<file path="config.mk">
export PLATFORM = sky130hd
export DESIGN_NAME = hd2_framer
export DESIGN_NICKNAME = d
export VERILOG_FILES = /design/src/core/hd2_pkg.sv /design/src/core/hd2_ifs.sv /design/src/core/hd2_pos_track.sv /design/src/core/hd2_buf2.sv /design/src/core/hd2_framer.sv
export VERILOG_INCLUDE_DIRS = /design/src /design/src/core
export SDC_FILE = /design/constraint.sdc
export NUM_CORES = 1
export LEC_CHECK = 0
export BUFFER_PORTS_ARGS = -buffer_cell sky130_fd_sc_hd__buf_2
export CAP_MARGIN = 20
export CORE_MARGIN = 4
export CORE_UTILIZATION = 60
export CTS_CLUSTER_DIAMETER = 150
export CTS_CLUSTER_SIZE = 20
export DETAILED_ROUTE_END_ITERATION = 16
export GPL_TIMING_DRIVEN = 0
export PLACE_DENSITY = 0.93
export SYNTH_ARGS = -nofsm -noshare
export SYNTH_HDL_FRONTEND = slang
export SYNTH_SLANG_ARGS = --single-unit
</file>
<file path="constraint.sdc">
create_clock -name CLOCK_IN -period 10.2 [get_ports CLOCK_IN]
set_input_delay 1.02 -clock CLOCK_IN [delete_from_list [all_inputs] [get_ports CLOCK_IN]]
set_output_delay 1.02 -clock CLOCK_IN [all_outputs]
set_load 0.05 [all_outputs]
</file>
<file path="src/core/hd2_consts.svh">
/*
  Frame geometry constants for the two-pair line framer: bit positions,
  overhead indices, sync pattern and stuffing figures.
  Assumes it is included by bare name wherever a constant is used.
*/
`ifndef HD2_CONSTS_SVH
`define HD2_CONSTS_SVH
`define HD2_POS_W 13
`define HD2_OH_W 6
`define HD2_SYNC_WORD 14'h3972
`define HD2_SYNC_LEN 6'h0e
`define HD2_POS_FIRST 13'h0001
`define HD2_POS_SECOND 13'h0002
`define HD2_HEAD_LAST 13'h0010
`define HD2_RUN1_FIRST 13'h0011
`define HD2_RUN1_LAST 13'h06dc
`define HD2_GRP1_FIRST 13'h06dd
`define HD2_GRP1_LAST 13'h06e6
`define HD2_GRP1_OFF 13'h06cc
`define HD2_RUN2_FIRST 13'h06e7
`define HD2_RUN2_LAST 13'h0db2
`define HD2_GRP2_FIRST 13'h0db3
`define HD2_GRP2_LAST 13'h0dbc
`define HD2_GRP2_OFF 13'h0d98
`define HD2_RUN3_FIRST 13'h0dbd
`define HD2_RUN3_LAST 13'h1488
`define HD2_GRP3_FIRST 13'h1489
`define HD2_GRP3_LAST 13'h1492
`define HD2_GRP3_OFF 13'h1464
`define HD2_RUN4_FIRST 13'h1493
`define HD2_RUN4_LAST 13'h1b5e
`define HD2_STUFF_OFF 13'h1b30
`define HD2_STUFF_MAX 2'h2
`define HD2_BLK_LAST 8'h90
`define HD2_Z_N 48
`define HD2_Z_CORE 6'h08
`define HD2_Z_APP_N 40
`define HD2_EOC_N 13
`define HD2_CRC_N 6
`define HD2_REGEN_N 4
`define HD2_OH_RX_N 46
`define HD2_OH_LOSD 6'h0f
`define HD2_OH_FEBE 6'h10
`define HD2_OH_EOC1 6'h11
`define HD2_OH_EOC4 6'h14
`define HD2_OH_CRC1 6'h15
`define HD2_OH_CRC2 6'h16
`define HD2_OH_PWR1 6'h17
`define HD2_OH_PWR2 6'h18
`define HD2_OH_BPV 6'h19
`define HD2_OH_EOC5 6'h1a
`define HD2_OH_EOC6 6'h1b
`define HD2_OH_EOC9 6'h1e
`define HD2_OH_CRC3 6'h1f
`define HD2_OH_CRC4 6'h20
`define HD2_OH_HRP 6'h21
`define HD2_OH_REPA 6'h24
`define HD2_OH_EOC10 6'h25
`define HD2_OH_EOC13 6'h28
`define HD2_OH_CRC5 6'h29
`define HD2_OH_CRC6 6'h2a
`define HD2_OH_RTA 6'h2b
`define HD2_OH_IND 6'h2c
`define HD2_EOC_B5 4'h4
`define HD2_EOC_B6 4'h5
`define HD2_EOC_B10 4'h9
`define HD2_CRC_B1 3'h0
`define HD2_CRC_B3 3'h2
`define HD2_CRC_B5 3'h4
`endif

</file>
<file path="src/core/hd2_pkg.sv">
/*
  Types shared by the two-pair framer modules.
  Assumes nothing of its surroundings.
*/
package hd2_pkg;
  typedef logic [1:0] hd2_stuff_t;
  typedef enum logic {
    TX_IDLE = 1'b0,
    TX_RUN = 1'b1
  } hd2_tx_state_t;
endpackage : hd2_pkg

</file>
<file path="src/core/hd2_ifs.sv">
/*
  Carriers between the framer's own modules: the position tracker link
  and the two-entry buffer's stream link.
  Assumes one clock shared by both ends.
*/
`timescale 1ns/1ns
interface hd2_pos_if;
  logic advance;
  logic realign;
  logic [1:0] stuff_pairs;
  logic [12:0] pos;
  logic [5:0] oh_idx;
  logic [5:0] z_idx;
  logic is_data;
  logic is_zbit;
  logic is_last;
  modport track (input advance, realign, stuff_pairs,
    output pos, oh_idx, z_idx, is_data, is_zbit, is_last);
  modport user (output advance, realign, stuff_pairs,
    input pos, oh_idx, z_idx, is_data, is_zbit, is_last);
endinterface : hd2_pos_if

interface hd2_strm_if #(parameter int W = 3);
  logic valid;
  logic ready;
  logic [W-1:0] data;
  modport src (output valid, data, input ready);
  modport snk (input valid, data, output ready);
endinterface : hd2_strm_if

</file>
<file path="src/core/hd2_pos_track.sv">
/*
  Frame position tracker: bit position, overhead index, payload block
  and aux overhead bit number of the current frame bit.
  Assumes the user advances once per frame bit.
*/
`timescale 1ns/1ns
`include "hd2_consts.svh"
module hd2_pos_track (
  input wire logic clk_in,
  input wire logic rst_n_in,
  hd2_pos_if.track pif
);
  import hd2_pkg::*;
  logic [12:0] pos, next_pos;
  logic [7:0] blk_bit, next_blk_bit;
  logic [5:0] z_cnt, next_z_cnt;
  logic [1:0] stuff, next_stuff;
  logic in_run;
  logic [12:0] last_pos;

  always_comb
  begin
    in_run = (pos >= `HD2_RUN1_FIRST && pos <= `HD2_RUN1_LAST) ||
      (pos >= `HD2_RUN2_FIRST && pos <= `HD2_RUN2_LAST) ||
      (pos >= `HD2_RUN3_FIRST && pos <= `HD2_RUN3_LAST) ||
      (pos >= `HD2_RUN4_FIRST && pos <= `HD2_RUN4_LAST);
    pif.pos = pos;
    pif.z_idx = z_cnt;
    // block opens with its aux overhead bit
    pif.is_zbit = in_run && (blk_bit == 8'h00);
    pif.is_data = in_run && (blk_bit != 8'h00);
    if (pos <= `HD2_HEAD_LAST)
      pif.oh_idx = pos[5:0];
    else if (pos >= `HD2_GRP1_FIRST && pos <= `HD2_GRP1_LAST)
      pif.oh_idx = 6'(pos - `HD2_GRP1_OFF);
    else if (pos >= `HD2_GRP2_FIRST && pos <= `HD2_GRP2_LAST)
      pif.oh_idx = 6'(pos - `HD2_GRP2_OFF);
    else if (pos >= `HD2_GRP3_FIRST && pos <= `HD2_GRP3_LAST)
      pif.oh_idx = 6'(pos - `HD2_GRP3_OFF);
    else if (pos > `HD2_RUN4_LAST)
      pif.oh_idx = 6'(pos - `HD2_STUFF_OFF);
    else
      pif.oh_idx = 6'h00;
    last_pos = `HD2_RUN4_LAST + {10'h000, stuff, 1'b0};
    pif.is_last = (pos == last_pos);
    next_pos = pos;
    next_blk_bit = blk_bit;
    next_z_cnt = z_cnt;
    next_stuff = stuff;
    if (pif.advance)
    begin
      if (pos == `HD2_POS_FIRST || pif.realign)
        next_stuff = (pif.stuff_pairs > `HD2_STUFF_MAX) ? `HD2_STUFF_MAX : pif.stuff_pairs;
      if (pif.realign)
      begin
        next_pos = `HD2_POS_SECOND;
        next_blk_bit = 8'h00;
        next_z_cnt = 6'h00;
      end
      else if (pif.is_last)
      begin
        next_pos = `HD2_POS_FIRST;
        next_blk_bit = 8'h00;
        next_z_cnt = 6'h00;
      end
      else
      begin
        next_pos = pos + 13'h0001;
        if (in_run)
        begin
          if (blk_bit == `HD2_BLK_LAST)
          begin
            next_blk_bit = 8'h00;
            next_z_cnt = z_cnt + 6'h01;
          end
          else
            next_blk_bit = blk_bit + 8'h01;
        end
      end
    end
  end

  always_ff @(posedge clk_in)
  begin
    if (!rst_n_in)
    begin
      pos <= `HD2_POS_FIRST;
      blk_bit <= 8'h00;
      z_cnt <= 6'h00;
      stuff <= 2'h1;
    end
    else
    begin
      pos <= next_pos;
      blk_bit <= next_blk_bit;
      z_cnt <= next_z_cnt;
      stuff <= next_stuff;
    end
  end
endmodule : hd2_pos_track

</file>
<file path="src/core/hd2_buf2.sv">
/*
  Two-entry buffer with valid and ready on both sides.
  Assumes the drain side may stall at any time.
*/
`timescale 1ns/1ns
module hd2_buf2 #(parameter int W = 3) (
  input wire logic clk_in,
  input wire logic rst_n_in,
  hd2_strm_if.snk up,
  hd2_strm_if.src dn
);
  import hd2_pkg::*;
  logic [W-1:0] mem [0:1];
  logic [W-1:0] next_mem [0:1];
  logic wp, next_wp, rp, next_rp;
  logic [1:0] cnt, next_cnt;
  logic push, pop;

  if (W < 1)
    $error("hd2_buf2: width must be at least one");

  always_comb
  begin
    up.ready = (cnt != 2'h2);
    dn.valid = (cnt != 2'h0);
    dn.data = mem[rp];
    push = up.valid && up.ready;
    pop = dn.valid && dn.ready;
    next_mem = mem;
    next_wp = wp;
    next_rp = rp;
    if (push)
    begin
      next_mem[wp] = up.data;
      next_wp = !wp;
    end
    if (pop)
      next_rp = !rp;
    next_cnt = cnt + {1'b0, push} - {1'b0, pop};
  end

  always_ff @(posedge clk_in)
  begin
    if (!rst_n_in)
    begin
      mem[0] <= '0;
      mem[1] <= '0;
      wp <= 1'b0;
      rp <= 1'b0;
      cnt <= 2'h0;
    end
    else
    begin
      mem <= next_mem;
      wp <= next_wp;
      rp <= next_rp;
      cnt <= next_cnt;
    end
  end
endmodule : hd2_buf2

</file>
<file path="src/core/hd2_framer.sv">
/*
  Two-pair line frame bit mapper: builds the pre-scrambler frame for each
  pair and takes apart the descrambled frame of each pair.
  Assumes a scrambler after LINE_* and a descrambler plus sync search
  before RX_*; stuffing decision, CRC and eoc content come from outside.
*/
`timescale 1ns/1ns
`include "hd2_consts.svh"
// Contract
// - frame built before scrambling; received frame read after descrambling
// - same geometry both ways; overhead meaning depends on direction
// - positions unassigned in current direction are sent as one
// - every pair uses the identical bit position assignment
// - power status bits 1763-1764 sent only by remote toward central
// - sync in bits 1-14, bit 15 far-end signal loss, 16 block error
// - payload runs 17-1756, 1767-3506, 3517-5256, 5267-7006 with aux bits
// - bits 3513-3516 carry regenerator present, errors and alarm
// - sync word is two consecutive seven-symbol Barker codes
// - frame ends with zero, one or two stuffing pairs: 7006-7010 bits
// - first eight aux overhead bits reserved and sent as one
module hd2_framer #(parameter int NUM_PAIRS = 2) (
  input wire logic CLOCK_IN,
  input wire logic RST_N_IN,
  input wire logic DIR_REMOTE_IN,
  input wire logic REGEN_IN,
  input wire logic ENABLE_IN,
  input wire hd2_pkg::hd2_stuff_t STUFF_PAIRS_IN,
  input wire logic LOSD_IN,
  input wire logic [NUM_PAIRS-1:0] FEBE_IN,
  input wire logic [NUM_PAIRS-1:0] BPV_IN,
  input wire logic [NUM_PAIRS-1:0][`HD2_CRC_N-1:0] CRC_IN,
  input wire logic [`HD2_EOC_N-1:0] EOC_IN,
  input wire logic [1:0] UNIT_POWER_STATUS_IN,
  input wire logic REMOTE_ALARM_IN,
  input wire logic READY_TO_RECEIVE_IN,
  input wire logic [`HD2_REGEN_N-1:0] REGEN_BITS_IN,
  input wire logic [NUM_PAIRS-1:0][`HD2_Z_APP_N-1:0] AUX_OVERHEAD_IN,
  input wire logic PAYLOAD_VALID_IN,
  output logic PAYLOAD_READY_OUT,
  input wire logic [NUM_PAIRS-1:0] PAYLOAD_DATA_IN,
  output logic LINE_VALID_OUT,
  input wire logic LINE_READY_IN,
  output logic [NUM_PAIRS-1:0] LINE_BIT_OUT,
  output logic LINE_FIRST_OUT,
  output logic FRAME_ACTIVE_OUT,
  input wire logic RX_VALID_IN,
  input wire logic RX_FIRST_IN,
  input wire logic [NUM_PAIRS-1:0] RX_BIT_IN,
  output logic RX_DATA_VALID_OUT,
  output logic [NUM_PAIRS-1:0] RX_DATA_OUT,
  output logic [NUM_PAIRS-1:0][`HD2_OH_RX_N-1:0] RX_OVERHEAD_OUT,
  output logic [NUM_PAIRS-1:0][`HD2_Z_N-1:0] RX_AUX_OVERHEAD_OUT,
  output logic [NUM_PAIRS-1:0] RX_SYNC_ERR_OUT,
  output logic RX_FRAME_DONE_OUT
);
  import hd2_pkg::*;
  // a literal cannot be bit-selected, so the pattern lives in a constant
  localparam logic [13:0] sync_pat = `HD2_SYNC_WORD;

  hd2_pos_if tpos ();
  hd2_pos_if rpos ();
  hd2_strm_if #(.W(NUM_PAIRS + 1)) tx_up ();
  hd2_strm_if #(.W(NUM_PAIRS + 1)) tx_dn ();

  hd2_tx_state_t state, next_state;
  logic [NUM_PAIRS-1:0] tx_bit;
  logic eoc_hit, crc_hit;
  logic [3:0] eoc_sel;
  logic [2:0] crc_sel;
  logic [3:0] sync_sel;
  logic [5:0] z_app;
  logic tx_send;
  logic [5:0] rx_idx;
  logic rx_oh, rx_data, rx_zbit;
  logic rx_dv, next_rx_dv, rx_done, next_rx_done;

  if (NUM_PAIRS < 1)
    $error("hd2_framer: at least one pair needed");

  hd2_pos_track u_tx_track (
    .clk_in(CLOCK_IN),
    .rst_n_in(RST_N_IN),
    .pif(tpos.track)
  );

  hd2_pos_track u_rx_track (
    .clk_in(CLOCK_IN),
    .rst_n_in(RST_N_IN),
    .pif(rpos.track)
  );

  // stall on the line side backs up into the payload handshake
  hd2_buf2 #(.W(NUM_PAIRS + 1)) u_tx_buf (
    .clk_in(CLOCK_IN),
    .rst_n_in(RST_N_IN),
    .up(tx_up.snk),
    .dn(tx_dn.src)
  );

  // field selectors depend on position only, shared by all pairs
  always_comb
  begin
    eoc_hit = 1'b1;
    eoc_sel = 4'h0;
    crc_hit = 1'b1;
    crc_sel = 3'h0;
    if (tpos.oh_idx >= `HD2_OH_EOC1 && tpos.oh_idx <= `HD2_OH_EOC4)
      eoc_sel = 4'(tpos.oh_idx - `HD2_OH_EOC1);
    else if (tpos.oh_idx == `HD2_OH_EOC5)
      eoc_sel = `HD2_EOC_B5;
    else if (tpos.oh_idx >= `HD2_OH_EOC6 && tpos.oh_idx <= `HD2_OH_EOC9)
      eoc_sel = 4'(tpos.oh_idx - `HD2_OH_EOC6) + `HD2_EOC_B6;
    else if (tpos.oh_idx >= `HD2_OH_EOC10 && tpos.oh_idx <= `HD2_OH_EOC13)
      eoc_sel = 4'(tpos.oh_idx - `HD2_OH_EOC10) + `HD2_EOC_B10;
    else
      eoc_hit = 1'b0;
    if (tpos.oh_idx == `HD2_OH_CRC1 || tpos.oh_idx == `HD2_OH_CRC2)
      crc_sel = 3'(tpos.oh_idx - `HD2_OH_CRC1) + `HD2_CRC_B1;
    else if (tpos.oh_idx == `HD2_OH_CRC3 || tpos.oh_idx == `HD2_OH_CRC4)
      crc_sel = 3'(tpos.oh_idx - `HD2_OH_CRC3) + `HD2_CRC_B3;
    else if (tpos.oh_idx == `HD2_OH_CRC5 || tpos.oh_idx == `HD2_OH_CRC6)
      crc_sel = 3'(tpos.oh_idx - `HD2_OH_CRC5) + `HD2_CRC_B5;
    else
      crc_hit = 1'b0;
    // double barker, first bit sent from the top
    sync_sel = 4'(`HD2_SYNC_LEN - tpos.oh_idx);
    z_app = tpos.z_idx - `HD2_Z_CORE;
  end

  for (genvar p = 0; p < NUM_PAIRS; p++)
  begin : g_tx_pair
    always_comb
    begin
      tx_bit[p] = 1'b1;
      if (tpos.is_data)
        tx_bit[p] = PAYLOAD_DATA_IN[p];
      else if (tpos.is_zbit)
      begin
        // core-reserved aux bits forced to one
        if (tpos.z_idx >= `HD2_Z_CORE)
          tx_bit[p] = AUX_OVERHEAD_IN[p][z_app];
      end
      else if (eoc_hit)
        tx_bit[p] = EOC_IN[eoc_sel];
      else if (crc_hit)
        tx_bit[p] = CRC_IN[p][crc_sel];
      else if (tpos.oh_idx != 6'h00 && tpos.oh_idx <= `HD2_SYNC_LEN)
        tx_bit[p] = sync_pat[sync_sel];
      else
      begin
        case (tpos.oh_idx)
          `HD2_OH_LOSD: tx_bit[p] = LOSD_IN;
          `HD2_OH_FEBE: tx_bit[p] = FEBE_IN[p];
          `HD2_OH_PWR1: tx_bit[p] = DIR_REMOTE_IN ? UNIT_POWER_STATUS_IN[0] : 1'b1;
          `HD2_OH_PWR2: tx_bit[p] = DIR_REMOTE_IN ? UNIT_POWER_STATUS_IN[1] : 1'b1;
          `HD2_OH_BPV: tx_bit[p] = BPV_IN[p];
          `HD2_OH_RTA: tx_bit[p] = DIR_REMOTE_IN ? REMOTE_ALARM_IN : 1'b1;
          `HD2_OH_IND: tx_bit[p] = READY_TO_RECEIVE_IN;
          default:
          begin
            // regenerator bits, driven only when acting as one
            if (REGEN_IN && tpos.oh_idx >= `HD2_OH_HRP && tpos.oh_idx <= `HD2_OH_REPA)
              tx_bit[p] = REGEN_BITS_IN[2'(tpos.oh_idx - `HD2_OH_HRP)];
          end
        endcase
      end
    end
  end

  // bits leave here unscrambled, scrambler sits downstream
  always_comb
  begin
    tx_send = (state == TX_RUN) && (!tpos.is_data || PAYLOAD_VALID_IN);
    tx_up.valid = tx_send;
    tx_up.data = {tpos.pos == `HD2_POS_FIRST, tx_bit};
    PAYLOAD_READY_OUT = (state == TX_RUN) && tpos.is_data && tx_up.ready;
    tpos.advance = tx_send && tx_up.ready;
    tpos.realign = 1'b0;
    tpos.stuff_pairs = STUFF_PAIRS_IN;
    tx_dn.ready = LINE_READY_IN;
    LINE_VALID_OUT = tx_dn.valid;
    LINE_BIT_OUT = tx_dn.data[NUM_PAIRS-1:0];
    LINE_FIRST_OUT = tx_dn.data[NUM_PAIRS];
    FRAME_ACTIVE_OUT = (state == TX_RUN);
    next_state = state;
    case (state)
      TX_IDLE:
        if (ENABLE_IN)
          next_state = TX_RUN;
      TX_RUN:
        // disable takes effect only at a frame boundary
        if (tpos.advance && tpos.is_last && !ENABLE_IN)
          next_state = TX_IDLE;
      default:
        next_state = TX_IDLE;
    endcase
  end

  always_ff @(posedge CLOCK_IN)
  begin
    if (!RST_N_IN)
      state <= TX_IDLE;
    else
      state <= next_state;
  end

  // receive side reads the descrambled stream only
  always_comb
  begin
    rpos.advance = RX_VALID_IN;
    rpos.realign = RX_FIRST_IN;
    // longest frame; the next sync marker realigns earlier frames
    rpos.stuff_pairs = `HD2_STUFF_MAX;
    rx_idx = RX_FIRST_IN ? 6'h01 : rpos.oh_idx;
    rx_data = RX_VALID_IN && !RX_FIRST_IN && rpos.is_data;
    rx_zbit = RX_VALID_IN && !RX_FIRST_IN && rpos.is_zbit;
    rx_oh = RX_VALID_IN && (RX_FIRST_IN || (!rpos.is_data && !rpos.is_zbit));
    next_rx_dv = rx_data;
    next_rx_done = RX_VALID_IN && !RX_FIRST_IN && rpos.pos == `HD2_RUN4_LAST;
  end

  always_ff @(posedge CLOCK_IN)
  begin
    if (!RST_N_IN)
    begin
      rx_dv <= 1'b0;
      rx_done <= 1'b0;
    end
    else
    begin
      rx_dv <= next_rx_dv;
      rx_done <= next_rx_done;
    end
  end

  assign RX_DATA_VALID_OUT = rx_dv;
  assign RX_FRAME_DONE_OUT = rx_done;

  // same position map used for either direction
  for (genvar p = 0; p < NUM_PAIRS; p++)
  begin : g_rx_pair
    logic [`HD2_OH_RX_N-1:0] oh, next_oh;
    logic [`HD2_Z_N-1:0] z, next_z;
    logic d, next_d;
    logic acc, next_acc, err, next_err;
    logic [3:0] s_sel;

    always_comb
    begin
      s_sel = 4'(`HD2_SYNC_LEN - rx_idx);
      next_oh = oh;
      next_z = z;
      next_d = d;
      next_acc = acc;
      next_err = err;
      if (rx_data)
        next_d = RX_BIT_IN[p];
      if (rx_zbit)
        next_z[rpos.z_idx] = RX_BIT_IN[p];
      if (rx_oh && rx_idx != 6'h00 && rx_idx <= 6'(`HD2_OH_RX_N))
        next_oh[6'(rx_idx - 6'h01)] = RX_BIT_IN[p];
      // sync check across the fourteen bits
      if (rx_oh && rx_idx != 6'h00 && rx_idx <= `HD2_SYNC_LEN)
      begin
        next_acc = (RX_FIRST_IN ? 1'b0 : acc) |
          (RX_BIT_IN[p] != sync_pat[s_sel]);
        if (rx_idx == `HD2_SYNC_LEN)
          next_err = next_acc;
      end
    end

    always_ff @(posedge CLOCK_IN)
    begin
      if (!RST_N_IN)
      begin
        oh <= '1;
        z <= '1;
        d <= 1'b0;
        acc <= 1'b0;
        err <= 1'b0;
      end
      else
      begin
        oh <= next_oh;
        z <= next_z;
        d <= next_d;
        acc <= next_acc;
        err <= next_err;
      end
    end

    assign RX_DATA_OUT[p] = d;
    assign RX_OVERHEAD_OUT[p] = oh;
    assign RX_AUX_OVERHEAD_OUT[p] = z;
    assign RX_SYNC_ERR_OUT[p] = err;
  end
endmodule : hd2_framer

</file>
==> results of run 1 <==
## kinds of logic after synthesis
| logic type | Yosys count |
|---|---|
| buf+inv | 184 |
| mux | 145 |
| compound gates | 279 |
| xor+xnor | 70 |
| fa+ha+maj | 63 |
| simple gates | 849 |
| flops | 265 |
## metal layers
layer,track usage,share of wire,vias up
met5,0,0,-
met4,0.164,0.052,0
met3,0.0783,0.099,211
met2,0.581,0.47,967
met1,0.418,0.38,7339
li1,-,-,7191
## state kept, by name, indices dropped and copies added (netlist names), 2 cells and up
signal / cells
u_tx_track.stuff: 2
u_tx_buf.cnt: 2
u_tx_track.pif.pos: 13
u_rx_track.blk_bit: 8
g_rx_pair.acc: 2
g_rx_pair.d: 2
u_tx_track.blk_bit: 8
g_rx_pair.err: 2
u_rx_track.stuff: 2
g_rx_pair.oh: 92
g_rx_pair.z: 96
u_tx_track.pif.z_idx: 6
u_rx_track.pif.pos: 13
u_rx_track.pif.z_idx: 6
u_tx_buf.mem: 6
## power by group through the flow
stage,Clock (mW),Combinational (mW),Sequential (mW)
after floorplan,0,0.226,1.09
after global placement,0,0.326,1.09
after detailed placement,0,0.334,1.09
after CTS,0.671,0.336,1.07
after global routing,0.704,0.372,1.07
final,0.671,0.343,1.07
## worst max-delay path by stage
stage / cells after the start / end / start
after detailed placement: 20 / u_tx_buf.mem[3] / u_tx_track.pif.pos[4]
after global routing: 20 / u_tx_buf.mem[3] / u_tx_track.pif.pos[4]
final: 20 / u_tx_buf.mem[3] / u_tx_track.pif.pos[4]
after floorplan: 20 / u_tx_buf.mem[3] / u_tx_track.pif.pos[4]
after global placement: 20 / u_tx_buf.mem[3] / u_tx_track.pif.pos[4]
after CTS: 20 / u_tx_buf.mem[3] / u_tx_track.pif.pos[4]
## final cells by class
cell class | instances | area share
flip-flops and latches | 265 | 0.303
clock buffers | 17 | 0.0243
clock inverters | 2 | 0.00143
multi-input cells | 1406 | 0.514
well taps | 324 | 0.0231
plain buffers | 131 | 0.0297
inverters | 53 | 0.0113
repair buffers | 329 | 0.0939
## stage by stage
step | power, mW | hold slack (ps) | worst slack [ps]
floorplan | 1.32 | 433 | 4940
global placement | 1.42 | 448 | 3900
detailed placement | 1.42 | 454 | 3630
CTS | 2.07 | 472 | 3600
global route | 2.14 | 502 | 2970
finish | 2.08 | 470 | 3480
## cells in the mapped netlist, types with 21 or more instances
cell,count
nand2_1,316
dfxtp_1,265
nor2_1,172
nand3_1,167
mux2i_1,113
clkbuf_1,109
o21ai_0,99
ha_1,63
inv_1,48
xnor2_1,39
nor3_1,36
a21oi_1,34
xor2_1,31
mux4_2,24
and2_1,21
nand4_1,21
## tightest hold or removal path: stages (launching register included)
cell and delay [ps]:
dfxtp_1 330, nand2_1 50, nand3_1 60
## cell usage in the layout (no fill, tap or decap), types with 15 or more instances in the layout
cell type	netlist	routed
inv_1	48	48
ha_1	63	63
xnor2_1	39	39
nor4_1	15	15
nor3_1	36	36
buf_2	5	333
a21oi_1	34	34
nor2b_1	15	15
and2_1	21	21
nand2_1	316	316
xor2_1	31	31
clkbuf_16	0	17
mux4_2	24	24
o21ai_0	99	99
clkbuf_1	109	109
mux2i_1	113	113
dfxtp_1	265	265
nand3_1	167	167
nor2_1	172	172
nand4_1	21	21
==> metrics.txt, run 1 <==
# TYPE chip_impl_metric gauge
chip_impl_info{name="result_of_the_run",value="complete, no violations"} 1
chip_impl_metric{name="slew_headroom",unit=""} 0.235
chip_impl_metric{name="design_area",unit="sq um"} 17500
chip_impl_metric{name="post-route-drc-count",unit=""} 0
chip_impl_metric{name="critical_path_arrival",unit="ps"} 7130
chip_impl_metric{name="route.final.wire_length",unit="microns"} 50200
chip_impl_metric{name="timing_hold_violations_final",unit=""} 0
chip_impl_metric{name="cpPeakStageDelay",unit="ps"} 710
chip_impl_info{name="hp-class",value="register to register"} 1
chip_impl_metric{name="p_int",unit="mW"} 1.48
chip_impl_metric{name="worst_ep_required_time",unit="ps"} 10610
chip_impl_info{name="synth_area_leaders",value="dfxtp_1, nand2_1, mux2i_1"} 1
chip_impl_metric{name="netSwitchingFraction",unit=""} 0.289
chip_impl_metric{name="area_taken_by_multi_input_logic_gates",unit="sq um"} 9000
chip_impl_info{name="cts.root.buffer_cell",value="clkbuf_16"} 1
chip_impl_info{name="synth_top_family_by_area",value="simple AND/OR/NAND/NOR gates"} 1
chip_impl_metric{name="final_nets",unit=""} 2399
chip_impl_metric{name="avgRoutedWirePerCell",unit="microns"} 19.9
chip_impl_metric{name="antenna-diode-count",unit=""} 0
chip_impl_metric{name="initial_utilization",unit=""} 0.614
chip_impl_metric{name="insertion_delay",unit="ps"} 510
chip_impl_metric{name="clk_sink_count",unit=""} 265
chip_impl_info{name="worst_r2r_startpoint",value="u_tx_track.pif.pos[4]"} 1
chip_impl_metric{name="number_of_flops_mapped_to_enable_cells_by_yosys",unit=""} 0
chip_impl_metric{name="synth_cells",unit=""} 1855
chip_impl_metric{name="synth_area",unit="sq um"} 15000
chip_impl_metric{name="seqPwrFrac",unit=""} 0.513
chip_impl_metric{name="pin_count",unit=""} 333
chip_impl_metric{name="floorplan.die.height",unit="microns"} 166
chip_impl_info{name="end_kind",value="register"} 1
chip_impl_info{name="rsz_0062_raised_after_global_routing",value="no"} 1
chip_impl_metric{name="drv_slew",unit=""} 0
chip_impl_metric{name="clk_pin_slew_worst_paths",unit="ps"} 100
chip_impl_metric{name="place_area",unit="sq um"} 17100
chip_impl_metric{name="ys_types",unit=""} 86
chip_impl_metric{name="total_leakage_power",unit="nW"} 6.93
chip_impl_metric{name="filler_cell_count",unit=""} 1827
chip_impl_metric{name="fp.dieW",unit="microns"} 166
chip_impl_metric{name="gpl.final_weighted_congestion",unit=""} 0.965
chip_impl_metric{name="die_area",unit="sq um"} 27600
chip_impl_metric{name="cts-htree-levels",unit=""} 1
chip_impl_metric{name="min_path_cells",unit=""} 2
chip_impl_metric{name="fin_tns_setup",unit="ps"} 0
chip_impl_metric{name="cts_repair_resize_count",unit=""} 0
chip_impl_metric{name="mappedNetlistNets",unit=""} 2051
chip_impl_metric{name="critical_path_buf_inv_count",unit=""} 4
chip_impl_metric{name="cts_buffers",unit=""} 17
chip_impl_metric{name="grt_pass1_vias",unit=""} 15700
chip_impl_metric{name="detailedRoute.firstIterationViolations",unit=""} 1645
chip_impl_metric{name="regArea",unit="sq um"} 5310
chip_impl_info{name="crit_path_cell_trace",value="clkbuf_1, inv_1, ha_1, nand3_1, a211oi_1, o21ai_0, a21oi_1, mux2i_1, inv_1, ha_1, o21ai_0, inv_1, nor3_1, nor2_1, a21oi_2, mux2_2, o311ai_1, nor3_1, or3_1, a32o_2"} 1
chip_impl_metric{name="cts.path.max_buffers",unit=""} 3
chip_impl_metric{name="post-cts-setup-buffer-count",unit=""} 0
chip_impl_metric{name="via_count",unit=""} 15700
chip_impl_metric{name="power.combinational.fraction",unit=""} 0.165
chip_impl_metric{name="synth_top_area_share",unit=""} 0.353
chip_impl_metric{name="port-buffer-count",unit=""} 327
chip_impl_metric{name="timing.final.crit_period",unit="ps"} 6720
chip_impl_metric{name="grtUsageTotal",unit=""} 0.344
chip_impl_metric{name="wire_length_of_the_first_global_routing_pass",unit="microns"} 80700
chip_impl_metric{name="ys_ff_latch",unit=""} 265
chip_impl_metric{name="maxClockFrequency",unit="GHz"} 0.149
chip_impl_info{name="path_delay_family",value="compound AO/OA/AOI/OAI gates"} 1
chip_impl_metric{name="min_period_over_period",unit=""} 0.659
chip_impl_info{name="timing.critical_path.mode_cell",value="inv_1"} 1
chip_impl_metric{name="synth_xor_area_frac",unit=""} 0.0408
chip_impl_metric{name="cts_hold_buffers",unit=""} 0
chip_impl_metric{name="final_layout_size_suffix_gt1_frac",unit=""} 0.189
chip_impl_metric{name="vdd_drop_max",unit="uV"} 143
chip_impl_metric{name="timing.reg2reg.worst_path_depth",unit=""} 20
chip_impl_metric{name="adder_cell_share_of_the_synthesized_area",unit=""} 0.0525
chip_impl_info{name="reg2reg_to",value="u_tx_buf.mem[3]"} 1
chip_impl_metric{name="detail_route.first_pass.iterations",unit=""} 6
chip_impl_metric{name="path_max_fanout",unit=""} 9
chip_impl_info{name="worstHoldEndpoint",value="g_rx_pair[0].z[32]"} 1
chip_impl_metric{name="core_box_area",unit="sq um"} 24500
chip_impl_metric{name="synth.area.mux_share",unit=""} 0.117
chip_impl_metric{name="syn-mean-instance-area",unit="sq um"} 8.10
chip_impl_metric{name="synth_compound_area_frac",unit=""} 0.127
chip_impl_metric{name="switchingPower",unit="mW"} 0.601
chip_impl_metric{name="setup_viol",unit=""} 0
chip_impl_metric{name="clockPowerShare",unit=""} 0.323
chip_impl_info{name="critical-path-slowest-cell",value="mux2i_1"} 1
chip_impl_metric{name="initial_antenna_violation_count",unit=""} 0
chip_impl_info{name="startpoint_type",value="register"} 1
chip_impl_info{name="tritoncts",value="yes"} 1
chip_impl_metric{name="power_per_cell_area",unit="nW/um^2"} 119
chip_impl_metric{name="rows",unit=""} 57
chip_impl_metric{name="avgViaCountPerCell",unit=""} 6.22
chip_impl_metric{name="synth-warning-count",unit=""} 0
chip_impl_metric{name="synth_async_sr_flop_share",unit=""} 0
chip_impl_metric{name="post_synth_and_or_nand_nor_area_fraction",unit=""} 0.262
chip_impl_metric{name="area_growth",unit="%"} 16.7
chip_impl_metric{name="seq_area_frac_synth",unit=""} 0.353
chip_impl_info{name="path_class",value="register to register"} 1
chip_impl_metric{name="fin_worst_skew",unit="ps"} 19.7
chip_impl_metric{name="slack_of_the_worst_reg_to_reg_path",unit="ps"} 3480
chip_impl_metric{name="drt.antenna.violating_nets",unit=""} 0
chip_impl_metric{name="final_cells",unit=""} 2527
chip_impl_metric{name="pin_count_of_the_biggest_net_entering_global_routing",unit=""} 21
chip_impl_metric{name="cap_viol_max_count",unit=""} 0
chip_impl_info{name="postSynth.topFlopCell",value="dfxtp_1"} 1
chip_impl_metric{name="place_hpwl",unit="microns"} 37400
chip_impl_metric{name="dp_cells",unit=""} 2507
chip_impl_metric{name="final_core_util",unit=""} 0.717
chip_impl_info{name="hold_start",value="g_rx_pair[0].z[32]"} 1
chip_impl_metric{name="globalRouteOverflowTotal",unit=""} 0
chip_impl_info{name="post-synth-top-area-cell",value="dfxtp_1"} 1
chip_impl_metric{name="worst_pin_slew",unit="ps"} 1140
Power figures use the tool's default switching activity.
==> run 2: changes to the inputs <==
- CORE_UTILIZATION: 60 -> 50
- PLACE_DENSITY: 0.93 -> 0.83
- clock period: 10.2 -> 5.4 ns (I/O delays scaled with it)
==> metrics.txt, run 2 (synthesized netlist as in run 1, its figures left out) <==
# TYPE chip_impl_metric gauge
chip_impl_info{name="result_of_the_run",value="complete, no violations"} 1
chip_impl_metric{name="met2_usage",unit=""} 0.499
chip_impl_metric{name="core_box_area",unit="sq um"} 29600
chip_impl_metric{name="clk_sink_count",unit=""} 265
chip_impl_metric{name="grtUsageTotal",unit=""} 0.291
chip_impl_info{name="largest_registers",value="g_rx_pair.z (96), g_rx_pair.oh (92)"} 1
chip_impl_metric{name="wire_length_of_the_first_global_routing_pass",unit="microns"} 80200
chip_impl_metric{name="initial_utilization",unit=""} 0.507
chip_impl_metric{name="cts_hold_buffers",unit=""} 0
chip_impl_metric{name="via_count",unit=""} 15500
chip_impl_metric{name="avgRoutedWirePerCell",unit="microns"} 19.4
chip_impl_metric{name="critical_path_arrival",unit="ps"} 5580
chip_impl_metric{name="fin_worst_skew",unit="ps"} 26.1
chip_impl_info{name="critical-path-slowest-cell",value="or4b_4"} 1
chip_impl_info{name="tritoncts",value="yes"} 1
chip_impl_metric{name="detailedRoute.firstIterationViolations",unit=""} 1261
chip_impl_metric{name="total_leakage_power",unit="nW"} 7.09
chip_impl_metric{name="timing.final.crit_period",unit="ps"} 5190
chip_impl_metric{name="cts-htree-levels",unit=""} 1
chip_impl_info{name="largest_register",value="g_rx_pair.z"} 1
chip_impl_metric{name="path_max_fanout",unit=""} 9
chip_impl_info{name="final_cell_mix",value="buf_2, nand2_1, dfxtp_1"} 1
chip_impl_info{name="cts.root.buffer_cell",value="clkbuf_16"} 1
chip_impl_info{name="path_class",value="register to register"} 1
chip_impl_metric{name="route.final.wire_length",unit="microns"} 50500
chip_impl_metric{name="slew_headroom",unit=""} 0.379
chip_impl_info{name="path_delay_family",value="compound AO/OA/AOI/OAI gates"} 1
chip_impl_metric{name="fp.dieW",unit="microns"} 181
chip_impl_metric{name="dp_cells",unit=""} 2574
chip_impl_metric{name="final_cells",unit=""} 2608
chip_impl_metric{name="timing_hold_violations_final",unit=""} 0
chip_impl_metric{name="cts_buffers",unit=""} 17
chip_impl_info{name="startpoint_type",value="register"} 1
chip_impl_metric{name="final_nets",unit=""} 2414
chip_impl_metric{name="fin_tns_setup",unit="ps"} 0
chip_impl_metric{name="pin_count_of_the_biggest_net_entering_global_routing",unit=""} 21
chip_impl_metric{name="clk_pin_slew_worst_paths",unit="ps"} 90
chip_impl_metric{name="globalRouteOverflowTotal",unit=""} 0
chip_impl_metric{name="timing.reg2reg.worst_path_depth",unit=""} 21
chip_impl_metric{name="pin_count",unit=""} 333
chip_impl_metric{name="grt_pass1_vias",unit=""} 15400
chip_impl_info{name="crit_path_cell_trace",value="buf_6, or4b_4, a311o_1, a211oi_4, a21oi_2, buf_4, mux2i_4, inv_1, ha_1, nand2_1, o21ai_2, inv_1, nand2_1, o32a_1, a21oi_4, buf_4, mux2_2, o2bb2ai_1, nor3_1, or3_1, a32o_2"} 1
chip_impl_metric{name="detail_route.first_pass.iterations",unit=""} 5
chip_impl_info{name="end_kind",value="register"} 1
chip_impl_metric{name="gr-usage-met1",unit=""} 0.359
chip_impl_metric{name="antenna-diode-count",unit=""} 0
chip_impl_metric{name="min_path_cells",unit=""} 3
chip_impl_metric{name="setup_viol",unit=""} 0
chip_impl_metric{name="power_per_cell_area",unit="nW/um^2"} 221
chip_impl_metric{name="cpPeakStageDelay",unit="ps"} 580
chip_impl_metric{name="cts.path.max_buffers",unit=""} 3
chip_impl_metric{name="worst_pin_slew",unit="ps"} 924
chip_impl_metric{name="gpl.final_weighted_congestion",unit=""} 0.942
chip_impl_info{name="final_common_cell",value="buf_2"} 1
chip_impl_metric{name="drt.antenna.violating_nets",unit=""} 0
chip_impl_metric{name="initial_antenna_violation_count",unit=""} 1
chip_impl_metric{name="post-route-drc-count",unit=""} 0
chip_impl_metric{name="worst_ep_required_time",unit="ps"} 5790
chip_impl_metric{name="die_area",unit="sq um"} 32900
chip_impl_metric{name="slack_of_the_worst_reg_to_reg_path",unit="ps"} 210
chip_impl_metric{name="number_of_flip_flops_under_the_largest_register_name",unit=""} 96
chip_impl_metric{name="totalPowerFinal",unit="mW"} 3.96
chip_impl_info{name="grt-busiest-layer",value="met2"} 1
chip_impl_metric{name="avgViaCountPerCell",unit=""} 5.93
chip_impl_info{name="hp-class",value="primary input to register"} 1
chip_impl_metric{name="final_layout_size_suffix_gt1_frac",unit=""} 0.216
chip_impl_metric{name="vdd_drop_max",unit="uV"} 217
chip_impl_metric{name="floorplan.die.height",unit="microns"} 181
chip_impl_metric{name="rows",unit=""} 63
chip_impl_metric{name="critical_path_buf_inv_count",unit=""} 5
chip_impl_metric{name="worstSetupPathDepth",unit=""} 21
chip_impl_metric{name="cap_viol_max_count",unit=""} 0
chip_impl_metric{name="drv_slew",unit=""} 0
chip_impl_metric{name="insertion_delay",unit="ps"} 510
chip_impl_metric{name="place_hpwl",unit="microns"} 38400
chip_impl_metric{name="area_growth",unit="%"} 19.4
chip_impl_metric{name="port-buffer-count",unit=""} 327
chip_impl_metric{name="grt_util_met3",unit=""} 0.0618
chip_impl_metric{name="min_period_over_period",unit=""} 0.960
chip_impl_metric{name="maxClockFrequency",unit="GHz"} 0.193
[run 2: cell count changes in the layout (fill, tap and decap cells not counted), moves of 3 or more]
cell      previous run  this run
nor3_1              36        33
clkbuf_2             1         8
o21ai_2              0         3
a21oi_4              0         3
ha_2                 0         5
buf_4                4        26
clkinv_1             4         0
clkbuf_1           109        96
ha_1                63        57
inv_1               48        45
[run 2: layer usage]
layer	vias up	wire, microns	share of wire
met5	-	13	0.00026
met4	2	2020	0.040
met3	151	4480	0.089
met2	762	24100	0.48
met1	7327	19800	0.39
li1	7211	-	-
[run 2: area by class of cell]
cell class,instances,area (sq um)
Buffer,126,518
Clock buffer,17,425
Clock inverter,2,25.0
Fill cell,2643,11700
Inverter,53,210
Multi-Input combinational cell,1406,9170
Sequential cell,265,5310
Tap cell,390,488
Timing Repair Buffer,349,1800
[run 2: power breakdown]
group	internal (mW)	leakage, nW	switching (mW)	total [mW]
sequential	1.99	2.15	0.0292	2.01
combinational	0.260	4.72	0.426	0.685
clock	0.576	0.221	0.683	1.26
[run 2: tightest hold or removal path, cell delays in order]
cell and delay (ps):
buf_2 80, a21oi_1 30, nor2_1 90
[run 2: worst paths after layout]
kind                         startpoint                end
hold reg to reg       g_rx_pair[1].z[1]  g_rx_pair[1].z[1]
setup reg to reg  u_tx_track.pif.pos[5]    u_tx_buf.mem[3]
setup / recovery  u_tx_track.pif.pos[5]    u_tx_buf.mem[3]
hold / removal                ENABLE_IN   FRAME_ACTIVE_OUT
[run 2: metrics by stage]
step	area [sq um]	util	worst slack [ps]	hold WS (ps)
2_1_floorplan	15000	-	140	433
6_report	17900	0.605	214	286
5_1_grt	17900	0.605	-32.6	285
4_1_cts	17800	0.599	22.9	281
3_5_place_dp	17200	0.579	-1110	449
3_3_place_gp	17200	0.579	-1140	448
[run 2: timing repair]
item,CTS,global route
pin swaps,3,6
gates cloned,0,0
buffers inserted,8,12
hold endpoints to repair,0,0
resized for setup,30,31
endpoints found under the setup margin,91,83
